==> config.mk <==
export PLATFORM = sky130hd
export DESIGN_NAME = scl_top
export DESIGN_NICKNAME = d
export VERILOG_FILES = /design/src/scl_pkg.sv /design/src/scl_top.sv /design/src/scl_strap_dec.sv /design/src/scl_blank_timer.sv
export SDC_FILE = /design/constraint.sdc
export NUM_CORES = 1
export LEC_CHECK = 0
export ABC_AREA = 1
export BUFFER_PORTS_ARGS = -buffer_cell sky130_fd_sc_hd__clkbuf_2
export CORE_AREA = 2 2 96 98
export CTS_CLUSTER_DIAMETER = 150
export DETAILED_ROUTE_END_ITERATION = 7
export DIE_AREA = 0 0 98 100
export HOLD_SLACK_MARGIN = 0.15
export PLACE_DENSITY_LB_ADDON = 0.25
export SLEW_MARGIN = 0
export SYNTH_ARGS = -nofsm -noshare
export SYNTH_HDL_FRONTEND = slang
export SYNTH_SLANG_ARGS = --single-unit
==> constraint.sdc <==
create_clock -name clk -period 6.8 [get_ports clk]
set_clock_uncertainty 0.1 [all_clocks]
set_input_delay 0 -clock clk [delete_from_list [all_inputs] [get_ports clk]]
set_output_delay 0 -clock clk [all_outputs]
set_load 0.02 [all_outputs]
==> src/scl_pkg.sv <==
package scl_pkg;

   // ----------------------------------------------------------------
   // Strap levels
   // ----------------------------------------------------------------
   typedef logic [1:0] scl_lvl_t;
   localparam scl_lvl_t LVL_GND   = 2'h0;
   localparam scl_lvl_t LVL_THIRD = 2'h1;
   localparam scl_lvl_t LVL_TWO3  = 2'h2;
   localparam scl_lvl_t LVL_VCC   = 2'h3;

   typedef struct packed {
      scl_lvl_t hi;
      scl_lvl_t mid;
      scl_lvl_t low;
      scl_lvl_t copper;
   } scl_straps_s;

   typedef struct packed {
      logic       warn_en;
      logic [4:0] addr;
      logic       iface_sel;
      logic       short_reach;
      logic       low_drive;
   } scl_dec_s;

   // ----------------------------------------------------------------
   // Timing
   // ----------------------------------------------------------------
   localparam int    CLK_PERIOD_PS = 8000;
   localparam int    SAMPLE_DLY_NS = 2000;
   localparam int    SAMPLE_CYC    = (SAMPLE_DLY_NS * 1000 + CLK_PERIOD_PS
                                      - 1) / CLK_PERIOD_PS;
   localparam longint BLANK_MS     = 425;
   localparam longint PERIOD_MS    = 3800;
   localparam int    BLANK_CYC     = int'(BLANK_MS * 64'd1000000000
                                      / CLK_PERIOD_PS);
   localparam int    PERIOD_CYC    = int'(PERIOD_MS * 64'd1000000000
                                      / CLK_PERIOD_PS);

   // ----------------------------------------------------------------
   // Register map
   // ----------------------------------------------------------------
   localparam int         AW          = 8;
   localparam int         DW          = 16;
   localparam logic [7:0] REG_COPPER  = 8'h00;
   localparam logic [7:0] REG_SPEED   = 8'h04;
   localparam logic [7:0] REG_STATUS  = 8'h08;
   localparam int CP_IFACE = 0;
   localparam int CP_SHORT = 1;
   localparam int CP_LOW   = 2;
   localparam int CP_SCDIS = 3;
   localparam int SP_SINGLE = 0;
   localparam int SP_WARN   = 1;
   localparam int ST_ADDR   = 0;
   localparam int ST_VALID  = 5;
   localparam int ST_FBLANK = 6;
   localparam int ST_CBLANK = 7;
   localparam int ST_WACT   = 8;

   // ----------------------------------------------------------------
   // Two-bit address pair from a level
   // ----------------------------------------------------------------
   function automatic logic [1:0] pair_dec(scl_lvl_t lvl);
      case (lvl)
         LVL_GND:   pair_dec = 2'h0;
         LVL_THIRD: pair_dec = 2'h2;
         LVL_TWO3:  pair_dec = 2'h3;
         default:   pair_dec = 2'h1;
      endcase
   endfunction

endpackage

==> src/scl_top.sv <==
// The register addresses and strobed register access were chosen for this implementation.
`timescale 1ns/1ps
module scl_top #(
   parameter int PERIOD_CYC = scl_pkg::PERIOD_CYC,
   parameter int BLANK_CYC  = scl_pkg::BLANK_CYC
) (
   // Clock and reset
   input  wire logic                   clk,
   input  wire logic                   resetn,
   // Strap level codes
   input  wire scl_pkg::scl_lvl_t      addr_hi_warn_strap,
   input  wire scl_pkg::scl_lvl_t      addr_mid_strap,
   input  wire scl_pkg::scl_lvl_t      addr_low_strap,
   input  wire scl_pkg::scl_lvl_t      copper_iface_strap,
   input  wire logic                   single_speed_strap,
   // Link status
   input  wire logic                   fiber_link_up,
   input  wire logic                   copper_link_up,
   // Decoded configuration
   output logic [4:0]                  mgmt_addr,
   output logic                        cfg_valid,
   output logic                        copper_iface_sel,
   output logic                        short_copper_reach,
   output logic                        low_copper_drive,
   output logic                        scrambler_en,
   output logic                        eq_bypass,
   // Transmitter enables
   output logic                        fiber_tx_en,
   output logic                        copper_tx_en,
   // Register port
   input  wire logic [scl_pkg::AW-1:0] reg_addr,
   input  wire logic [scl_pkg::DW-1:0] reg_wdata,
   input  wire logic                   reg_wr,
   input  wire logic                   reg_rd,
   output logic [scl_pkg::DW-1:0]      reg_rdata
);

   // ----------------------------------------------------------------
   // Reset release
   // ----------------------------------------------------------------
   logic [1:0] rst_sync_ff;
   logic       rst_n;

   always_ff @(posedge clk or negedge resetn) begin
      if (!resetn) begin
         rst_sync_ff <= 2'h0;
      end else begin
         rst_sync_ff <= {rst_sync_ff[0], 1'b1};
      end
   end
   assign rst_n = rst_sync_ff[1];

   // ----------------------------------------------------------------
   // Strap sampling
   // ----------------------------------------------------------------
   typedef enum logic [1:0] {S_WAIT, S_LOAD, S_RUN} scl_state_e;

   scl_state_e          state_ff, nxt_state;
   logic [15:0]         dly_ff, nxt_dly;
   scl_pkg::scl_straps_s straps_in;
   scl_pkg::scl_dec_s   dec;

   assign straps_in = '{hi: addr_hi_warn_strap, mid: addr_mid_strap,
                        low: addr_low_strap, copper: copper_iface_strap};

   scl_strap_dec u_dec (
      .straps (straps_in),
      .dec    (dec)
   );

   always_comb begin
      nxt_state = state_ff;
      nxt_dly   = dly_ff;
      case (state_ff)
         S_WAIT: begin
            nxt_dly = dly_ff + 16'h1;
            if (dly_ff == 16'(scl_pkg::SAMPLE_CYC - 1)) begin
               nxt_state = S_LOAD;
            end
         end
         S_LOAD: begin
            nxt_state = S_RUN;
         end
         S_RUN: begin
            nxt_state = S_RUN;
         end
         default: begin
            nxt_state = S_WAIT;
            nxt_dly   = '0;
         end
      endcase
   end

   always_ff @(posedge clk or negedge rst_n) begin
      if (!rst_n) begin
         state_ff <= S_WAIT;
         dly_ff   <= '0;
      end else begin
         state_ff <= nxt_state;
         dly_ff   <= nxt_dly;
      end
   end

   // ----------------------------------------------------------------
   // Configuration registers
   // ----------------------------------------------------------------
   logic [4:0]  addr_ff, nxt_addr;
   logic        iface_ff, nxt_iface;
   logic        short_ff, nxt_short;
   logic        low_ff, nxt_low;
   logic        scdis_ff, nxt_scdis;
   logic        single_ff, nxt_single;
   logic        warn_ff, nxt_warn;
   logic        valid_ff, nxt_valid;
   logic        load;
   logic        wr_copper;
   logic        wr_speed;

   assign load      = (state_ff == S_LOAD);
   assign wr_copper = reg_wr && (reg_addr == scl_pkg::REG_COPPER);
   assign wr_speed  = reg_wr && (reg_addr == scl_pkg::REG_SPEED);

   always_comb begin
      nxt_addr   = addr_ff;
      nxt_iface  = iface_ff;
      nxt_short  = short_ff;
      nxt_low    = low_ff;
      nxt_scdis  = scdis_ff;
      nxt_single = single_ff;
      nxt_warn   = warn_ff;
      nxt_valid  = valid_ff;
      if (load) begin
         nxt_addr   = dec.addr;
         nxt_iface  = dec.iface_sel;
         nxt_short  = dec.short_reach;
         nxt_low    = dec.low_drive;
         nxt_scdis  = 1'b0;
         nxt_single = single_speed_strap;
         nxt_warn   = dec.warn_en;
         nxt_valid  = 1'b1;
      end else begin
         if (wr_copper) begin
            nxt_iface = reg_wdata[scl_pkg::CP_IFACE];
            nxt_short = reg_wdata[scl_pkg::CP_SHORT];
            nxt_low   = reg_wdata[scl_pkg::CP_LOW];
            nxt_scdis = reg_wdata[scl_pkg::CP_SCDIS];
         end
         if (wr_speed) begin
            nxt_single = reg_wdata[scl_pkg::SP_SINGLE];
            nxt_warn   = reg_wdata[scl_pkg::SP_WARN];
         end
      end
   end

   always_ff @(posedge clk or negedge rst_n) begin
      if (!rst_n) begin
         addr_ff   <= '0;
         iface_ff  <= 1'b0;
         short_ff  <= 1'b0;
         low_ff    <= 1'b0;
         scdis_ff  <= 1'b0;
         single_ff <= 1'b0;
         warn_ff   <= 1'b0;
         valid_ff  <= 1'b0;
      end else begin
         addr_ff   <= nxt_addr;
         iface_ff  <= nxt_iface;
         short_ff  <= nxt_short;
         low_ff    <= nxt_low;
         scdis_ff  <= nxt_scdis;
         single_ff <= nxt_single;
         warn_ff   <= nxt_warn;
         valid_ff  <= nxt_valid;
      end
   end

   assign mgmt_addr          = addr_ff;
   assign cfg_valid          = valid_ff;
   assign copper_iface_sel   = iface_ff;
   assign short_copper_reach = short_ff;
   assign low_copper_drive   = low_ff;
   assign scrambler_en       = !iface_ff && !scdis_ff;
   assign eq_bypass          = !iface_ff && short_ff && !low_ff;

   // ----------------------------------------------------------------
   // Link integrity warning
   // ----------------------------------------------------------------
   logic warn_act;
   logic blank;
   logic f_down;
   logic c_down;
   logic ftx_ff, nxt_ftx;
   logic ctx_ff, nxt_ctx;

   assign warn_act = valid_ff && warn_ff && single_ff;
   assign f_down   = !fiber_link_up;
   assign c_down   = !copper_link_up;

   scl_blank_timer #(
      .PERIOD (PERIOD_CYC),
      .BLANK  (BLANK_CYC)
   ) u_timer (
      .clk   (clk),
      .rst_n (rst_n),
      .run   (warn_act),
      .blank (blank)
   );

   // Same gating for both ports, applied only while single rate is selected
   always_comb begin
      nxt_ftx = 1'b1;
      nxt_ctx = 1'b1;
      if (warn_act) begin
         if (f_down && c_down) begin
            nxt_ftx = 1'b0;
            nxt_ctx = 1'b0;
         end else begin
            nxt_ftx = !(f_down && blank);
            nxt_ctx = !(c_down && blank);
         end
      end
   end

   always_ff @(posedge clk or negedge rst_n) begin
      if (!rst_n) begin
         ftx_ff <= 1'b1;
         ctx_ff <= 1'b1;
      end else begin
         ftx_ff <= nxt_ftx;
         ctx_ff <= nxt_ctx;
      end
   end

   assign fiber_tx_en  = ftx_ff;
   assign copper_tx_en = ctx_ff;

   // ----------------------------------------------------------------
   // Register read
   // ----------------------------------------------------------------
   logic [scl_pkg::DW-1:0] rdata_ff, nxt_rdata;

   always_comb begin
      nxt_rdata = '0;
      if (reg_rd) begin
         case (reg_addr)
            scl_pkg::REG_COPPER: begin
               nxt_rdata[scl_pkg::CP_IFACE] = iface_ff;
               nxt_rdata[scl_pkg::CP_SHORT] = short_ff;
               nxt_rdata[scl_pkg::CP_LOW]   = low_ff;
               nxt_rdata[scl_pkg::CP_SCDIS] = scdis_ff;
            end
            scl_pkg::REG_SPEED: begin
               nxt_rdata[scl_pkg::SP_SINGLE] = single_ff;
               nxt_rdata[scl_pkg::SP_WARN]   = warn_ff;
            end
            scl_pkg::REG_STATUS: begin
               nxt_rdata[scl_pkg::ST_ADDR +: 5] = addr_ff;
               nxt_rdata[scl_pkg::ST_VALID]     = valid_ff;
               nxt_rdata[scl_pkg::ST_FBLANK]    = !ftx_ff;
               nxt_rdata[scl_pkg::ST_CBLANK]    = !ctx_ff;
               nxt_rdata[scl_pkg::ST_WACT]      = warn_act;
            end
            default: begin
               nxt_rdata = '0;
            end
         endcase
      end
   end

   always_ff @(posedge clk or negedge rst_n) begin
      if (!rst_n) begin
         rdata_ff <= '0;
      end else begin
         rdata_ff <= nxt_rdata;
      end
   end

   assign reg_rdata = rdata_ff;
endmodule

==> src/scl_strap_dec.sv <==
`timescale 1ns/1ps
module scl_strap_dec (
   // Level codes
   input  scl_pkg::scl_straps_s straps,
   // Decoded defaults
   output scl_pkg::scl_dec_s    dec
);

   always_comb begin
      dec = '0;
      dec.warn_en = (straps.hi == scl_pkg::LVL_THIRD) ||
                    (straps.hi == scl_pkg::LVL_TWO3);
      dec.addr[4] = straps.hi[1];
      dec.addr[3:2] = scl_pkg::pair_dec(straps.mid);
      dec.addr[1:0] = scl_pkg::pair_dec(straps.low);
      case (straps.copper)
         scl_pkg::LVL_GND: begin
            dec.iface_sel   = 1'b0;
            dec.short_reach = 1'b0;
            dec.low_drive   = 1'b0;
         end
         scl_pkg::LVL_THIRD: begin
            dec.iface_sel   = 1'b1;
            dec.short_reach = 1'b0;
            dec.low_drive   = 1'b0;
         end
         scl_pkg::LVL_TWO3: begin
            dec.iface_sel   = 1'b0;
            dec.short_reach = 1'b1;
            dec.low_drive   = 1'b1;
         end
         default: begin
            dec.iface_sel   = 1'b0;
            dec.short_reach = 1'b1;
            dec.low_drive   = 1'b0;
         end
      endcase
   end

endmodule

==> src/scl_blank_timer.sv <==
`timescale 1ns/1ps
module scl_blank_timer #(
   parameter int PERIOD = scl_pkg::PERIOD_CYC,
   parameter int BLANK  = scl_pkg::BLANK_CYC
) (
   // Clock and reset
   input  wire logic clk,
   input  wire logic rst_n,
   // Control
   input  wire logic run,
   output logic      blank
);

   logic [31:0] cnt_ff;
   logic [31:0] nxt_cnt;

   // Period counter that runs only while warning is active, restarted whenever warning stops
   always_comb begin
      nxt_cnt = '0;
      if (run && (cnt_ff != 32'(PERIOD - 1))) begin
         nxt_cnt = cnt_ff + 32'h1;
      end
   end

   always_ff @(posedge clk or negedge rst_n) begin
      if (!rst_n) begin
         cnt_ff <= '0;
      end else begin
         cnt_ff <= nxt_cnt;
      end
   end

   assign blank = run && (cnt_ff < 32'(BLANK));
endmodule

==> qor.txt <==
status: finished clean
most common cell after layout, fill and taps aside: nand2_1
worst min path class: in2reg
clk slew on worst S/H paths: 70 ps
post-synthesis simple-gate area fraction: 37.3%
Core ar.: 8890 um^2
HPWL Detailed: 7100 um
worst slew pin tran: 899 ps
Post-Route WL: 9990 um
Max Slew Vio Count: 0
Synth Area in Compound Gates: 4.66%
Cell Pwr Density: 156 nW/um^2
post-cts sizing count: 0
register-to-register setup slack: 4020 ps
clk buf depth: 2
final non-filler cell area: 5140 um^2
post-route insts no fill: 793
synthesized cell area: 4290 um^2
fin util: 57.8%
multiplexer share of the synthesized area: 0%
fin crit share: 40.8%
Crit Path Class: reg2reg
total number of vias: 3981
f_max: 0.360 GHz
largest family of logic cells by synthesized area: simple AND/OR/NAND/NOR gates
Yosys cell types: 33
CTS root buffer: clkbuf_8
Synth Instances: 587
clk_lat worst skew: 340 ps
setup tns final: 0 ps
Total GRT Usage: 21.8%
RSZ-0062 raised after global routing: false
Critical Path Start Type: flip-flop
GPL Wtd Cong: 0.886
final hold vios: 0
placed cells: 741
Die W: 98 um
most frequent cells in the layout: nand2_1, nor2_1, dfrtp_1
Antenna Nets Post-Route: 0
clock sink count: 75
hold_ws: 215 ps
gr ovfl total: 0
fin crit period: 2780 ps
WP data required: 6980 ps
vias in the first global route: 3930
placed instance area: 4610 um^2
Slew headroom: 40.1%
antenna fix cells: 0
wire length per cell: 12.6 um
initial antenna violation count: 0
sequential area share after synthesis: 43.8%
Nets: 726
top cells by area, synth: dfrtp_1, nand2_1, nor2_1, inv_1, nand3_1
Leak Pwr: 2.37 nW
Layout area overhead: 19.7%
Avg Synthesized Cell Area: 7.31 um^2
Hold Startpoint: reg_addr[1]
vias per std cell: 5.02
CP arrival: 2950 ps
yosys warns: 0
r2r startpoint: state_ff[1]$_DFFE_PN0P_
Die H: 100 um
port bufs: 48
share of cells above drive strength 1: 13.9%
First-pass DRT Iterations: 4
Initial DRC Count: 211
Synth top area share: 42.6%
Max-Cap Viols: 0
XOR/XNOR share of the synthesized area: 3.06%
H-tree depth: 3
CTS tree: yes
peak supply drop: 139 uV
largest net degree at the start of global routing: 74
FP Rows: 35
Critical Path Source: state_ff[1]$_DFFE_PN0P_
die area: 9800 um^2
Yosys top cell by area: dfrtp_1
Num CTS Buffers: 9
Final setup viols: 0
Initial Util: 48.3%
worst-path maximum fanout: 16
drc violations: 0
total I/O pin count: 68
Synth Area in Adders: 2.62%
first-pass GRT wire length: 17300 um
crit end category: flip-flop
synthesized flop and latch total: 75
[state kept, by name, indices dropped and copies added, names as in the netlist]
name / count
fiber_tx_en: 1
copper_tx_en: 1
u_timer.cnt_ff: 32
dly_ff: 16
copper_iface_sel: 1
rst_sync_ff: 2
reg_rdata: 9
low_copper_drive: 1
cfg_valid: 1
scdis_ff: 1
single_ff: 1
mgmt_addr: 5
short_copper_reach: 1
state_ff: 2
warn_ff: 1
[cell families after synthesis]
kind of cell,after synthesis
buf+inv,83
flops,75
fa+ha+maj,9
simple gates,365
compound gates,38
other cells,2
xor+xnor,15
[power by group]
group | switching [mW] | internal [mW]
combinational | 0.0289 | 0.0236
sequential | 0.00421 | 0.450
clock | 0.154 | 0.139
[cell type report]
type / instances / area, um^2
repair buffers: 86 / 618
fillers: 812 / 3750
inverters: 71 / 267
flip-flops and latches: 75 / 1880
clock inverters: 3 / 15.0
well taps: 111 / 139
multi-input cells: 435 / 2070
clock buffers: 12 / 145
[per-stage QoR]
step	power, mW	setup WS (ps)
6_report	0.800	4020
5_1_grt	0.833	3820
4_1_cts	0.812	4070
3_5_place_dp	0.501	4720
3_3_place_gp	0.500	4770
2_1_floorplan	0.486	4460
[worst paths after layout]
| kind | to | cells after the start |
|---|---|---|
| max reg2reg | warn_ff$_DFFE_PN0P_ | 8 |
| min reg2reg | rst_sync_ff[1]$_DFF_PN0_ | 0 |
| min | reg_rdata[5]$_DFF_PN0_ | 6 |
| max | warn_ff$_DFFE_PN0P_ | 8 |
| max in group asynchronous | reg_rdata[6]$_DFF_PN0_ | 1 |
| min in group asynchronous | u_timer.cnt_ff[1]$_DFF_PN0_ | 1 |
[timing repair]
action                    in CTS  in global routing
buffers inserted               0                  0
hold buffers                  37                  0
hold endpoints to repair      24                  0
[synth_stat cells]
master	instances
xnor2_1	7
nand4_1	11
nor2_4	3
nand2_2	5
buf_2	1
a21boi_0	1
conb_1	2
inv_1	67
dfstp_2	2
nor3_1	21
nor4_1	2
dfrtp_1	73
nor3b_2	1
nand2_1	153
nor2_1	111
a21oi_1	11
o21ai_0	21
nand3_2	1
and2_1	1
nor3_2	7
a31oi_1	2
buf_6	3
o22ai_1	1
clkbuf_1	1
nand3b_1	1
a31o_2	1
buf_4	7
xor2_1	8
inv_2	4
ha_1	9
nand3_1	40
o21ai_1	1
nor2_2	8
[worst max-delay path, cell delays in order, from the launching register on]
cell,delay [ps]
dfrtp_1,380
inv_1,80
ha_1,330
inv_1,290
nor2_1,170
a21oi_1,50
dlygate4sd3_1,590
a21oi_1,160
dlygate4sd3_1,570
[layer usage]
layer	vias to the layer above	routed length, um	track usage [%]
li1	2015	-	-
met1	1872	4270	26.3
met2	79	5130	38.6
met3	15	434	4.81
met4	0	147	7.91
met5	-	0	0
Note: power is estimated with default switching activity, not from simulation.
